[config.mk]
export PLATFORM = sky130hd
export DESIGN_NAME = mpu_core
export DESIGN_NICKNAME = d
export VERILOG_FILES = /design/src/mpu_pkg.sv /design/src/mpu_core.sv /design/src/region_match.sv
export SDC_FILE = /design/constraint.sdc
export NUM_CORES = 1
export LEC_CHECK = 0
export BUFFER_PORTS_ARGS = -buffer_cell sky130_fd_sc_hd__buf_2
export CORE_UTILIZATION = 64
export CTS_CLUSTER_DIAMETER = 200
export DETAILED_ROUTE_END_ITERATION = 16
export PLACE_DENSITY_LB_ADDON = 0.2
export SYNTH_ARGS = -nofsm -noshare
export SYNTH_HDL_FRONTEND = slang
export SYNTH_SLANG_ARGS = --single-unit
[constraint.sdc]
create_clock -name pclk -period 6.31 [get_ports pclk]
set_clock_uncertainty 0.1 [all_clocks]
set_input_delay 1.262 -clock pclk [delete_from_list [all_inputs] [get_ports pclk]]
set_output_delay 1.262 -clock pclk [all_outputs]
set_load 0.02 [all_outputs]
[src/mpu_pkg.sv]
// Constants for the memory region protection block.
// Assumes a 32-bit APB register port and a one-access-per-cycle core port.
package mpu_pkg;
	localparam int NUM_REGIONS_DEF = 8;
	localparam int ADDR_W = 8;
	// Register byte offsets
	localparam logic [7:0] OFF_CTRL = 8'h00;
	localparam logic [7:0] OFF_TYPE = 8'h04;
	localparam logic [7:0] OFF_RNR = 8'h08;
	localparam logic [7:0] OFF_RBAR = 8'h0C;
	localparam logic [7:0] OFF_RASR = 8'h10;
	localparam logic [7:0] OFF_FADDR = 8'h14;
	// Control fields
	localparam int CTRL_EN_BIT = 0;
	localparam int CTRL_PRIVDEF_BIT = 1;
	localparam int CTRL_HFNMI_BIT = 2;
	// Region attribute fields
	localparam int RASR_EN_BIT = 0;
	localparam int RASR_SIZE_LSB = 1;
	localparam int RASR_SRD_LSB = 8;
	localparam int RASR_AP_LSB = 24;
	localparam int RASR_XN_BIT = 28;
	localparam int BASE_LSB = 5;
	// Size code n means 2^(n+1) bytes: 4 is 32 bytes, 31 is 4 GB
	localparam logic [4:0] SIZE_MIN = 5'h04;
	localparam logic [4:0] SIZE_MAX = 5'h1F;
	localparam logic [4:0] SIZE_SUB_MIN = 5'h07;
	// Data permission codes
	localparam logic [2:0] AP_NO_NO = 3'h0;
	localparam logic [2:0] AP_RW_NO = 3'h1;
	localparam logic [2:0] AP_RW_RO = 3'h2;
	localparam logic [2:0] AP_RW_RW = 3'h3;
	localparam logic [2:0] AP_RO_NO = 3'h5;
	localparam logic [2:0] AP_RO_RO = 3'h6;
	// Reset values
	localparam logic [2:0] CTRL_RST = 3'h0;
	localparam logic [7:0] RNR_RST = 8'h00;
	localparam logic [31:0] FADDR_RST = 32'h00000000;
endpackage

[src/mpu_core.sv]
// Memory region protection: APB register file and access checker.
// Assumes one checked access per cycle from the core, same clock.
// Notes on behaviour
// - Up to eight regions, own base and attributes
// - Region size power of two, 32B to 4GB
// - Fetch from non-executable region faults
// - Data permissions separate for privileged and user
// - Eight sub-regions, each may be disabled
// - Violation with protection on raises fault
// - Region disable keeps base; the same RASR write reloads the attributes
// - Privileged-default option: privileged miss uses default
// - No default option: miss on enabled checker faults
// - Handlers bypass checks unless option set
// - Protection off: default map, never faults
// - Readable total count of supported regions
// - Region readback matches programming format
// - Sub-region holes only for 256 bytes up
// - Six privileged/user permission combinations
//
// The register addresses and register access over APB were chosen for this implementation.
`timescale 1ns/100ps
module mpu_core
	import mpu_pkg::*;
#(
	parameter int NUM_REGIONS = NUM_REGIONS_DEF
)(
	input wire logic pclk,
	input wire logic presetn,
	input wire logic psel,
	input wire logic penable,
	input wire logic pwrite,
	input wire logic [ADDR_W-1:0] paddr,
	input wire logic [31:0] pwdata,
	output logic pready,
	output logic [31:0] prdata,
	output logic pslverr,
	input wire logic acc_valid,
	input wire logic [31:0] acc_addr,
	input wire logic acc_write,
	input wire logic acc_fetch,
	input wire logic acc_priv,
	input wire logic acc_in_handler,
	output logic chk_done,
	output logic mm_fault
);
	localparam int IW = (NUM_REGIONS > 1) ? $clog2(NUM_REGIONS) : 1;

	logic pready_ff;
	logic [31:0] prdata_ff;
	logic pslverr_ff;
	logic done_ff;
	logic fault_ff;
	logic [2:0] ctrl_ff;
	logic [7:0] rnr_ff;
	logic [31:0] faddr_ff;
	logic [26:0] rbase_ff [NUM_REGIONS];
	logic [4:0] rsize_ff [NUM_REGIONS];
	logic [7:0] rsrd_ff [NUM_REGIONS];
	logic [2:0] rap_ff [NUM_REGIONS];
	logic rxn_ff [NUM_REGIONS];
	logic ren_ff [NUM_REGIONS];
	logic [NUM_REGIONS-1:0] hit;
	logic [IW-1:0] sel;
	logic apb_req;
	logic wr;
	logic mapped;
	logic [31:0] nxt_prdata;
	logic [4:0] nxt_size;
	logic any_hit;
	logic [IW-1:0] win;
	logic pr;
	logic pw;
	logic ur;
	logic uw;
	logic allowed;
	logic check_on;
	logic viol;

	assign pready = pready_ff;
	assign prdata = prdata_ff;
	assign pslverr = pslverr_ff;
	assign chk_done = done_ff;
	assign mm_fault = fault_ff;
	assign sel = rnr_ff[IW-1:0];

	// APB access phase: one wait state, then pready
	assign apb_req = psel && penable && !pready_ff;
	assign wr = psel && penable && pready_ff && pwrite;
	assign mapped = (paddr == OFF_CTRL) || (paddr == OFF_TYPE) ||
		(paddr == OFF_RNR) || (paddr == OFF_RBAR) ||
		(paddr == OFF_RASR) || (paddr == OFF_FADDR);

	always_comb begin
		nxt_prdata = 32'h00000000;
		unique case (paddr)
			OFF_CTRL: nxt_prdata = {29'h0, ctrl_ff};
			OFF_TYPE: nxt_prdata = 32'(NUM_REGIONS);
			OFF_RNR: nxt_prdata = {24'h0, rnr_ff};
			OFF_RBAR: nxt_prdata = {rbase_ff[sel], 5'h00};
			OFF_RASR: begin
				nxt_prdata[RASR_EN_BIT] = ren_ff[sel];
				nxt_prdata[RASR_SIZE_LSB +: 5] = rsize_ff[sel];
				nxt_prdata[RASR_SRD_LSB +: 8] = rsrd_ff[sel];
				nxt_prdata[RASR_AP_LSB +: 3] = rap_ff[sel];
				nxt_prdata[RASR_XN_BIT] = rxn_ff[sel];
			end
			OFF_FADDR: nxt_prdata = faddr_ff;
			default: nxt_prdata = 32'h00000000;
		endcase
	end

	always_ff @(posedge pclk or negedge presetn) begin
		if (!presetn) begin
			pready_ff <= 1'b0;
			prdata_ff <= 32'h00000000;
			pslverr_ff <= 1'b0;
		end else begin
			pready_ff <= apb_req;
			prdata_ff <= (apb_req && !pwrite) ? nxt_prdata : 32'h00000000;
			pslverr_ff <= apb_req && !mapped;
		end
	end

	// Global control and region select
	always_ff @(posedge pclk or negedge presetn) begin
		if (!presetn) begin
			ctrl_ff <= CTRL_RST;
		end else if (wr && paddr == OFF_CTRL) begin
			ctrl_ff <= pwdata[2:0];
		end
	end

	always_ff @(posedge pclk or negedge presetn) begin
		if (!presetn) begin
			rnr_ff <= RNR_RST;
		end else if (wr && paddr == OFF_RNR &&
				pwdata[7:0] < 8'(NUM_REGIONS)) begin
			rnr_ff <= pwdata[7:0];
		end
	end

	// Size below 32 bytes is raised to the minimum
	assign nxt_size = (pwdata[RASR_SIZE_LSB +: 5] < SIZE_MIN) ?
		SIZE_MIN : pwdata[RASR_SIZE_LSB +: 5];

	// Per-region storage and matcher
	for (genvar g = 0; g < NUM_REGIONS; g++) begin : g_rgn
		always_ff @(posedge pclk or negedge presetn) begin
			if (!presetn) begin
				rbase_ff[g] <= 27'h0000000;
				rsize_ff[g] <= SIZE_MIN;
				rsrd_ff[g] <= 8'h00;
				rap_ff[g] <= AP_NO_NO;
				rxn_ff[g] <= 1'b0;
				ren_ff[g] <= 1'b0;
			end else if (wr && sel == IW'(g)) begin
				if (paddr == OFF_RBAR) begin
					rbase_ff[g] <= pwdata[31:BASE_LSB];
				end
				if (paddr == OFF_RASR) begin
					// A RASR write reloads every field along with the enable bit
					ren_ff[g] <= pwdata[RASR_EN_BIT];
					rsize_ff[g] <= nxt_size;
					rsrd_ff[g] <= pwdata[RASR_SRD_LSB +: 8];
					rap_ff[g] <= pwdata[RASR_AP_LSB +: 3];
					rxn_ff[g] <= pwdata[RASR_XN_BIT];
				end
			end
		end

		region_match u_match (
			.addr(acc_addr),
			.base(rbase_ff[g]),
			.size(rsize_ff[g]),
			.srd(rsrd_ff[g]),
			.en(ren_ff[g]),
			.hit(hit[g])
		);
	end

	// Highest numbered hit wins on overlap
	always_comb begin
		any_hit = 1'b0;
		win = '0;
		for (int i = 0; i < NUM_REGIONS; i++) begin
			if (hit[i]) begin
				any_hit = 1'b1;
				win = IW'(i);
			end
		end
	end

	// Permission decode; unused codes grant nothing
	always_comb begin
		pr = 1'b0;
		pw = 1'b0;
		ur = 1'b0;
		uw = 1'b0;
		unique case (rap_ff[win])
			AP_NO_NO: pr = 1'b0;
			AP_RW_NO: begin
				pr = 1'b1;
				pw = 1'b1;
			end
			AP_RW_RO: begin
				pr = 1'b1;
				pw = 1'b1;
				ur = 1'b1;
			end
			AP_RW_RW: begin
				pr = 1'b1;
				pw = 1'b1;
				ur = 1'b1;
				uw = 1'b1;
			end
			AP_RO_NO: pr = 1'b1;
			AP_RO_RO: begin
				pr = 1'b1;
				ur = 1'b1;
			end
			default: pr = 1'b0;
		endcase
	end

	assign allowed = acc_priv ? (acc_write ? pw : pr) :
		(acc_write ? uw : ur);
	// Off globally, or in a handler without the option: no checks
	assign check_on = ctrl_ff[CTRL_EN_BIT] &&
		!(acc_in_handler && !ctrl_ff[CTRL_HFNMI_BIT]);
	assign viol = check_on && (any_hit ?
		(!allowed || (acc_fetch && rxn_ff[win])) :
		!(acc_priv && ctrl_ff[CTRL_PRIVDEF_BIT]));

	always_ff @(posedge pclk or negedge presetn) begin
		if (!presetn) begin
			done_ff <= 1'b0;
			fault_ff <= 1'b0;
		end else begin
			done_ff <= acc_valid;
			fault_ff <= acc_valid && viol;
		end
	end

	always_ff @(posedge pclk or negedge presetn) begin
		if (!presetn) begin
			faddr_ff <= FADDR_RST;
		end else if (acc_valid && viol) begin
			faddr_ff <= acc_addr;
		end
	end
endmodule // mpu_core

[src/region_match.sv]
// One region address matcher with sub-region holes.
// Assumes base is aligned to the size; low base bits are ignored.
`timescale 1ns/100ps
module region_match
	import mpu_pkg::*;
(
	input wire logic [31:0] addr,
	input wire logic [26:0] base,
	input wire logic [4:0] size,
	input wire logic [7:0] srd,
	input wire logic en,
	output logic hit
);
	logic [5:0] shamt;
	logic [5:0] subsh;
	logic [31:0] mask;
	logic [31:0] diff;
	logic [31:0] subv;
	logic in_reg;
	logic hole;

	// Bits above the size must match the base
	assign shamt = {1'b0, size} + 6'h01;
	assign mask = 32'hFFFFFFFF << shamt;
	assign diff = addr ^ {base, 5'h00};
	assign in_reg = ((diff & mask) == 32'h00000000);
	// Eighth of the region the address falls in
	assign subsh = {1'b0, size} - 6'h02;
	assign subv = addr >> subsh;
	// Holes only in regions of 256 bytes or more
	assign hole = (size >= SIZE_SUB_MIN) && srd[subv[2:0]];
	assign hit = en && in_reg && !hole;
endmodule // region_match

## After elaboration in Yosys (flattened, before gate mapping)

Cells that the tools add are included.

- Reduce and logical (&&, ||, !) cells: 97
- Add/subtract/negate cells: 16
- Magnitude comparators: 20
- Shift operators: 16
- Bitwise gates (word level): 18
- Multiplexer cells: 73
- Equality and inequality tests: 17

Operator list:

| operator | count |
|---|---|
| bitwise AND 32 bit | 8 |
| logical NOT 32 bit | 8 |
| << shifter 32 x 6 -> 32 bit (first input constant) | 8 |
| >> shifter 32 x 6 -> 3 bit | 8 |
| XOR 32 bit | 8 |
| binary-select mux 27 bit (select 3 bit) | 1 |
| two-way mux 27 bit | 2 |
| adder 5 x 1 -> 6 bit (second input constant) | 8 |
| subtractor 5 x 2 -> 6 bit (second input constant) | 8 |
| logical AND 1 bit | 47 |
| greater-or-equal comparator 5 x 3 -> 1 bit (second input constant) | 8 |
| one-hot mux 6 bit (6 select lines) | 1 |
| binary-select mux 1 bit (select 3 bit) | 11 |
| less-than comparator 3 x 4 -> 1 bit (second input constant) | 8 |
| two-way mux 32 bit | 1 |
| AND reduction 2 bit | 16 |
| two-way mux 1 bit | 31 |
| two-way mux 3 bit | 10 |
| binary-select mux 8 bit (select 3 bit) | 1 |
| one-hot mux 8 bit (3 select lines) | 1 |
| binary-select mux 3 bit (select 3 bit) | 2 |
| equality test 3 bit (second input constant) | 6 |
| equality test 8 x 4 -> 1 bit (second input constant) | 2 |
| equality test 8 x 5 -> 1 bit (second input constant) | 2 |
| other kinds (22) | 51 |

- Register bits: 439
- Logic and storage cells: 313
- Input bits: 82
- Output and inout port bits: 36

## Logic depth before layout (Yosys ltp)

- Depth in word-level cells: 28
- Gate-level depth with buffers: 22
- Mapped depth without buffers: 17

## Modules after synthesis

A second synthesis with hierarchy kept.

- Cells, all modules: 2994
- Area total of the unflattened synthesis: 34005.1 um^2

Modules (own cells, without submodules):

| module | area each (um^2) | times used | seq. area each (um^2) | cells an instance |
|---|---|---|---|---|
| mpu_core | 19945.4 | 1 | 10995.5 | 1348 |
| region_match at g_rgn[0].u_match ... | 1746.7 | 7 | 0.0 | 205 |
| region_match at g_rgn[7].u_match | 1833.0 | 1 | 0.0 | 211 |

## Worst setup path after synthesis

No wires, ideal clock.

- Path kind: flip-flop to flip-flop
- Start: register rsize_ff[16] (netlist name)
- End: register faddr_ff[10]
- Setup slack: 0.847 ns
- Required time: 6.085 ns
- Clock period less this slack: 5.463 ns
- Library setup time: 0.125 ns
- Data arrival time: 5.238 ns
- Buffers on the path: 5
- Cell stages (with the launch flop): 22
- Cell sequence: dfrtp_1 clkbuf_1 buf_2 buf_2 inv_1 ha_1 xor2_1 clkbuf_1 nor2_1 a2111oi_0 nor3_2 mux2i_1 mux2_2 o2111ai_2 inv_2 or3_4 or3_1 o211a_2 a211o_1 o221ai_2 buf_6 mux2_4

- Cells in the longest elaborated chain, start to end: 25
- Elaborated cells on any way between the ends: 49
- Classes of those cells: add/sub: 2; order compare: 1; eq/ne: 5; shift: 2; mux: 24; bitwise: 2; reduce/logical: 13

Ends and longest elaborated chain:

| what | RTL line | RTL |
|---|---|---|
| start: declaration | mpu_core.sv:57 | `logic [4:0] rsize_ff [NUM_REGIONS];` |
| start signal: indexed assignment | mpu_core.sv:163 | `rsize_ff[g] <= nxt_size;` |
| subtractor 5 x 2 -> 6 bit | region_match.sv:28 | `assign subsh = {1'b0, size} - 6'h02;` |
| >> shifter 32 x 6 -> 3 bit | region_match.sv:29 | `assign subv = addr >> subsh;` |
| binary-select mux 1 bit (select 3 bit) | region_match.sv:31 | `assign hole = (size >= SIZE_SUB_MIN) && srd[subv[2:0]];` |
| two-way mux 1 bit (implied by the code) | region_match.sv:31 |  |
| logical AND 1 bit | region_match.sv:31 |  |
| logical NOT 1 bit | region_match.sv:32 | `assign hit = en && in_reg && !hole;` |
| logical AND 1 bit * | region_match.sv:32 |  |
| two-way mux 3 bit (4 in a row) | mpu_core.sv:186 | `if (hit[i]) begin` |
| [... 6 more ...] | - |  |
| two-way mux 1 bit | mpu_core.sv:199 | `unique case (rap_ff[win])` |
| two-way mux 1 bit (on tied branches) | mpu_core.sv:225, mpu_core.sv:226 |  |
| two-way mux 1 bit | mpu_core.sv:225 | `assign allowed = acc_priv ? (acc_write ? pw : pr) :` |
| logical NOT 1 bit | mpu_core.sv:231 | `(!allowed \|\| (acc_fetch && rxn_ff[win])) :` |
| logical OR 1 bit | mpu_core.sv:231 |  |
| two-way mux 1 bit * | mpu_core.sv:230 | `assign viol = check_on && (any_hit ?` |
| logical AND 1 bit * | mpu_core.sv:230 |  |
| logical AND 1 bit * | mpu_core.sv:247 | `end else if (acc_valid && viol) begin` |
| end signal: assignment | mpu_core.sv:248 | `faddr_ff <= acc_addr;` |
| end: declaration | mpu_core.sv:55 | `logic [31:0] faddr_ff;` |

Every way passes the cells marked *; elsewhere a longest branch is shown, timed or not. The select of a mux whose other input is x is not followed.
A chain may end at the register's enable or synchronous reset.

## Final worst setup path

- Start: register rsize_ff[0] (netlist name)
- End: register faddr_ff[28]

- Cells in the longest elaborated chain, start to end: 22
- Elaborated cells on any way between the ends: 43
- Classes of those cells: add/sub: 2; order compare: 1; eq/ne: 5; shift: 2; mux: 18; bitwise: 2; reduce/logical: 13

Ends and longest elaborated chain:

| what | RTL line |
|---|---|
| subtractor 5 x 2 -> 6 bit | region_match.sv:28 |
| >> shifter 32 x 6 -> 3 bit | region_match.sv:29 |
| binary-select mux 1 bit (select 3 bit) | region_match.sv:31 |
| two-way mux 1 bit (implied by the code) | region_match.sv:31 |
| logical AND 1 bit | region_match.sv:31 |
| logical NOT 1 bit | region_match.sv:32 |
| logical AND 1 bit * | region_match.sv:32 |
| two-way mux 3 bit | mpu_core.sv:186 |
| [... 6 more ...] | - |
| two-way mux 1 bit | mpu_core.sv:199 |
| two-way mux 1 bit (on tied branches) | mpu_core.sv:225, mpu_core.sv:226 |
| two-way mux 1 bit | mpu_core.sv:225 |
| logical NOT 1 bit | mpu_core.sv:231 |
| logical OR 1 bit | mpu_core.sv:231 |
| two-way mux 1 bit * | mpu_core.sv:230 |
| logical AND 1 bit * | mpu_core.sv:230 |
| logical AND 1 bit * | mpu_core.sv:247 |

Marks and branches as above.

==> results.md <==
CTS
* **number of buffers added to fix hold violations after cts** 0
* **Root Buffer Master** sky130_fd_sc_hd__clkbuf_16
* **post-cts sizing count** 0
* **CTS H-tree lvls** 2
* **buffer levels on the longest clock path** 3
* **number of buffers added for setup after CTS** 0
* **clk sink count** 439
* **CTS Buf Count** 49
* **clock transition at the registers of the reported paths** 0.07 ns
* **TritonCTS clock tree** built
* **clock latency at the later pin of the worst-skew pair** 0.62 ns

STA
* **Highest Clock Rate** 0.167 GHz
* **transition time at the pin with the least slew margin** 1.11 ns
* **Final period util** 0.948
* **worst max-slew margin expressed relative to the limit** 0.256
* **Final Critical Period** 5.98 ns
* **hold violation count in the final report** 0
* **unrepaired setup endpoints after global routing** no
* **Final Max Tran Viols** 0
* **final setup violating endpoints** 0

Pwr
* **share of power burned in combinational logic** 0.105
* **total power** 0.00659 W
* **cell leakage power** 16.2 nW
* **Clk network pwr share** 0.466
* **internal power summed over all cells** 0.00487 W
* **worst voltage drop across the vdd grid** 0.000284 V
* **Power per Cell Area** 179 mW/mm2
* **share of total power consumed by net switching** 0.261
* **sequential group share of total power** 0.429
* **net switching power figure** 0.00172 W

Cells and area
* **top library cells by usage in the layout, fill and taps aside** sky130_fd_sc_hd__dfrtp_1, sky130_fd_sc_hd__nand2_1, sky130_fd_sc_hd__mux2_2, sky130_fd_sc_hd__mux4_2, sky130_fd_sc_hd__buf_4
* **share of post-route cells with drive strength above 1** 0.339
* **share of the core filled with cells** 0.717
* **synthesis-to-finish area growth** 10.8%
* **Final nets** 3229
* **leading cell type in the layout, fill and taps excluded** sky130_fd_sc_hd__dfrtp_1
* **Layout Cells excl Fill** 3826

Setup path
* **required time of the critical path** 6.70 ns
* **cell count of the worst reg-to-reg path** 19
* **kind of launch point of the worst setup path** flip-flop
* **type of destination of the critical path** flip-flop
* **class of the most critical setup path** flip-flop to flip-flop
* **CP Max Fanout** 15
* **arrival time reported for the critical path endpoint** 6.37 ns

Synthesis
* **flops & latches, synth** 439
* **proportion of synthesized chip area in sequential cells** 0.331
* **Mapped Cells** 3026
* **count of warnings emitted by yosys** 0
* **post-synth cell types** 104
* **top_reg_cell synth** sky130_fd_sc_hd__dfrtp_1
* **Post-synth ARST share** 1.00
* **synthesized netlist net count** 3155
* **number of synthesized flops with an enable pin** 0
* **Post-Synthesis Cell Area** 0.0332 mm2
* **syn avg cell area** 11.0 um2

Detailed routing
* **met2 wirelength from detailed routing** 57.1 mm
* **routed length on met3** 19.4 mm
* **Avg Vias per Cell** 7.55
* **Highest Signal Layer** met5
* **Post-Route WL** 133 mm
* **DRT Pass-1 Iters** 7
* **Initial DRC Count** 4280
* **DRC violations left** 0
* **post-route met1 wirelength** 44.8 mm
* **post-route ant nets** 0
* **average routed wire per standard cell** 34.7 um
* **Via Count** 28900

Floorplan
* **full die area** 0.0528 mm2
* **I/O pin count** 118
* **Initial Utilization** 0.647
* **core outline area** 0.0513 mm2
* **num rows** 83
* **DIE HEIGHT** 230 um
* **die width** 230 um

Global routing
* **via count of the first global-routing pass** 28400
* **number of antenna violations at the first check in global routing** 5
* **wire length of the first global-routing pass** 193 mm
* **GRT Total Usage** 0.505
* **grt total ovfl** 0
* **maximum number of pins on one net before global-route repair** 176

Run
* **max-cap violations** 0

Place
* **Cell Count Post-Placement** 3729
* **routability-driven placement congestion ratio** 1.07
* **number of port buffers** 117
* **DP Wirelength** 95.5 mm

Min path
* **Cells on Worst Hold Path** 1
* **path type of the worst min-delay path** flip-flop to flip-flop

Status
* **run status** finished, final reports clean

[layout make-up]
type,count,area (um2)
diodes,6,15.0
clock buffers,68,1370
clock inverters,23,330
fillers,3561,14500
inverters,77,289
multi-input cells,2222,20700
flip-flops and latches,439,11000
well taps,680,851
repair buffers,311,2240
[path summary, 6_finish.rpt]
kind                             start           end  slack [ns]
min in group asynchronous      presetn  rsize_ff[11]        0.55
min                          rnr_ff[5]     rnr_ff[5]        0.40
min reg2reg                  rnr_ff[5]     rnr_ff[5]        0.40
max in group asynchronous      presetn     rnr_ff[1]        3.97
max reg2reg                rsize_ff[0]  faddr_ff[28]        0.33
max                        rsize_ff[0]  faddr_ff[28]        0.33
[sequential cells by signal, summed over array words and instances (netlist names)]
register / count
chk_done: 1
ctrl_ff: 3
faddr_ff: 32
mm_fault: 1
prdata: 32
pready: 1
pslverr: 1
rap_ff: 24
rbase_ff: 216
ren_ff: 8
rnr_ff: 8
rsize_ff: 40
rsrd_ff: 64
rxn_ff: 8
[power groups by stage]
stage / clock [W] / combinational (W) / sequential, W
floorplan: 0 / 0.000322 / 0.00288
global placement: 0 / 0.000641 / 0.00288
detailed placement: 0 / 0.000653 / 0.00288
CTS: 0.00307 / 0.000656 / 0.00283
global route: 0.00317 / 0.000701 / 0.00283
finish: 0.00307 / 0.000691 / 0.00283
[synthesized netlist by cell type (all sizes together), types with 15 or more instances]
cell type  count  area share
dfrtp        431        0.32
nand2        354       0.040
mux2         353        0.12
mux4         259        0.18
clkbuf       157       0.018
xor2         135       0.036
buf          131       0.021
mux2i        115       0.035
xnor2        110       0.029
nor2         108       0.012
o21ai        103       0.016
a21oi         92       0.014
inv           74      0.0084
a22oi         50       0.011
ha            47       0.018
nand3         43      0.0066
a31oi         31      0.0060
o22ai         27      0.0051
nor3          25      0.0042
a221oi        22      0.0064
nand4         20      0.0038
nand2b        19      0.0036
and2          16      0.0030
nor4          16      0.0030
a211oi        15      0.0034
o31ai         15      0.0034
[per-stage QoR]
stage | worst slack (ns) | area [um2] | hold WS [ns] | setup TNS [ns]
6_report | 0.327 | 36800 | 0.398 | 0
5_1_grt | 0.168 | 36700 | 0.425 | 0
4_1_cts | 0.458 | 36700 | 0.395 | 0
3_5_place_dp | -0.0620 | 35000 | 0.374 | -0.787
3_3_place_gp | -0.730 | 35000 | 0.371 | -22.76
2_1_floorplan | 0.847 | 33200 | 0.354 | 0
[critical path, stage by stage, from the launching register on]
cell                       delay [ns]
sky130_fd_sc_hd__dfrtp_2         0.68
sky130_fd_sc_hd__ha_1            0.30
sky130_fd_sc_hd__inv_1           0.07
sky130_fd_sc_hd__ha_1            0.38
sky130_fd_sc_hd__nor2b_1         0.22
sky130_fd_sc_hd__o221ai_1        0.15
sky130_fd_sc_hd__o22ai_1         0.21
sky130_fd_sc_hd__o21ai_0         0.15
sky130_fd_sc_hd__o41a_1          0.42
sky130_fd_sc_hd__o41ai_1         0.74
sky130_fd_sc_hd__buf_4           0.30
sky130_fd_sc_hd__nand3_2         0.09
sky130_fd_sc_hd__o21ai_1         0.25
sky130_fd_sc_hd__nor3_1          0.14
sky130_fd_sc_hd__a32o_1          0.26
sky130_fd_sc_hd__or3_1           0.33
sky130_fd_sc_hd__a211o_1         0.28
sky130_fd_sc_hd__o221ai_4        0.14
sky130_fd_sc_hd__buf_4           0.31
sky130_fd_sc_hd__mux2_4          0.32
[cell families (layout without fill, tap and decap cells)]
family | after synthesis | in the layout | share of synthesized area
other cells | 0 | 6 | 0
xor+xnor | 245 | 245 | 0.0651
buf+inv | 365 | 479 | 0.0476
flops | 439 | 439 | 0.331
fa+ha+maj | 49 | 49 | 0.0183
mux | 727 | 727 | 0.333
compound gates | 530 | 530 | 0.113
simple gates | 671 | 671 | 0.0917
[routing by layer]
metal | global-route usage | vias to the layer above
li1 | - | 11500
met1 | 0.628 | 14300
met2 | 0.736 | 2488
met3 | 0.176 | 595
met4 | 0.360 | 2
met5 | 0 | -
(Power assumes the default switching activity.)
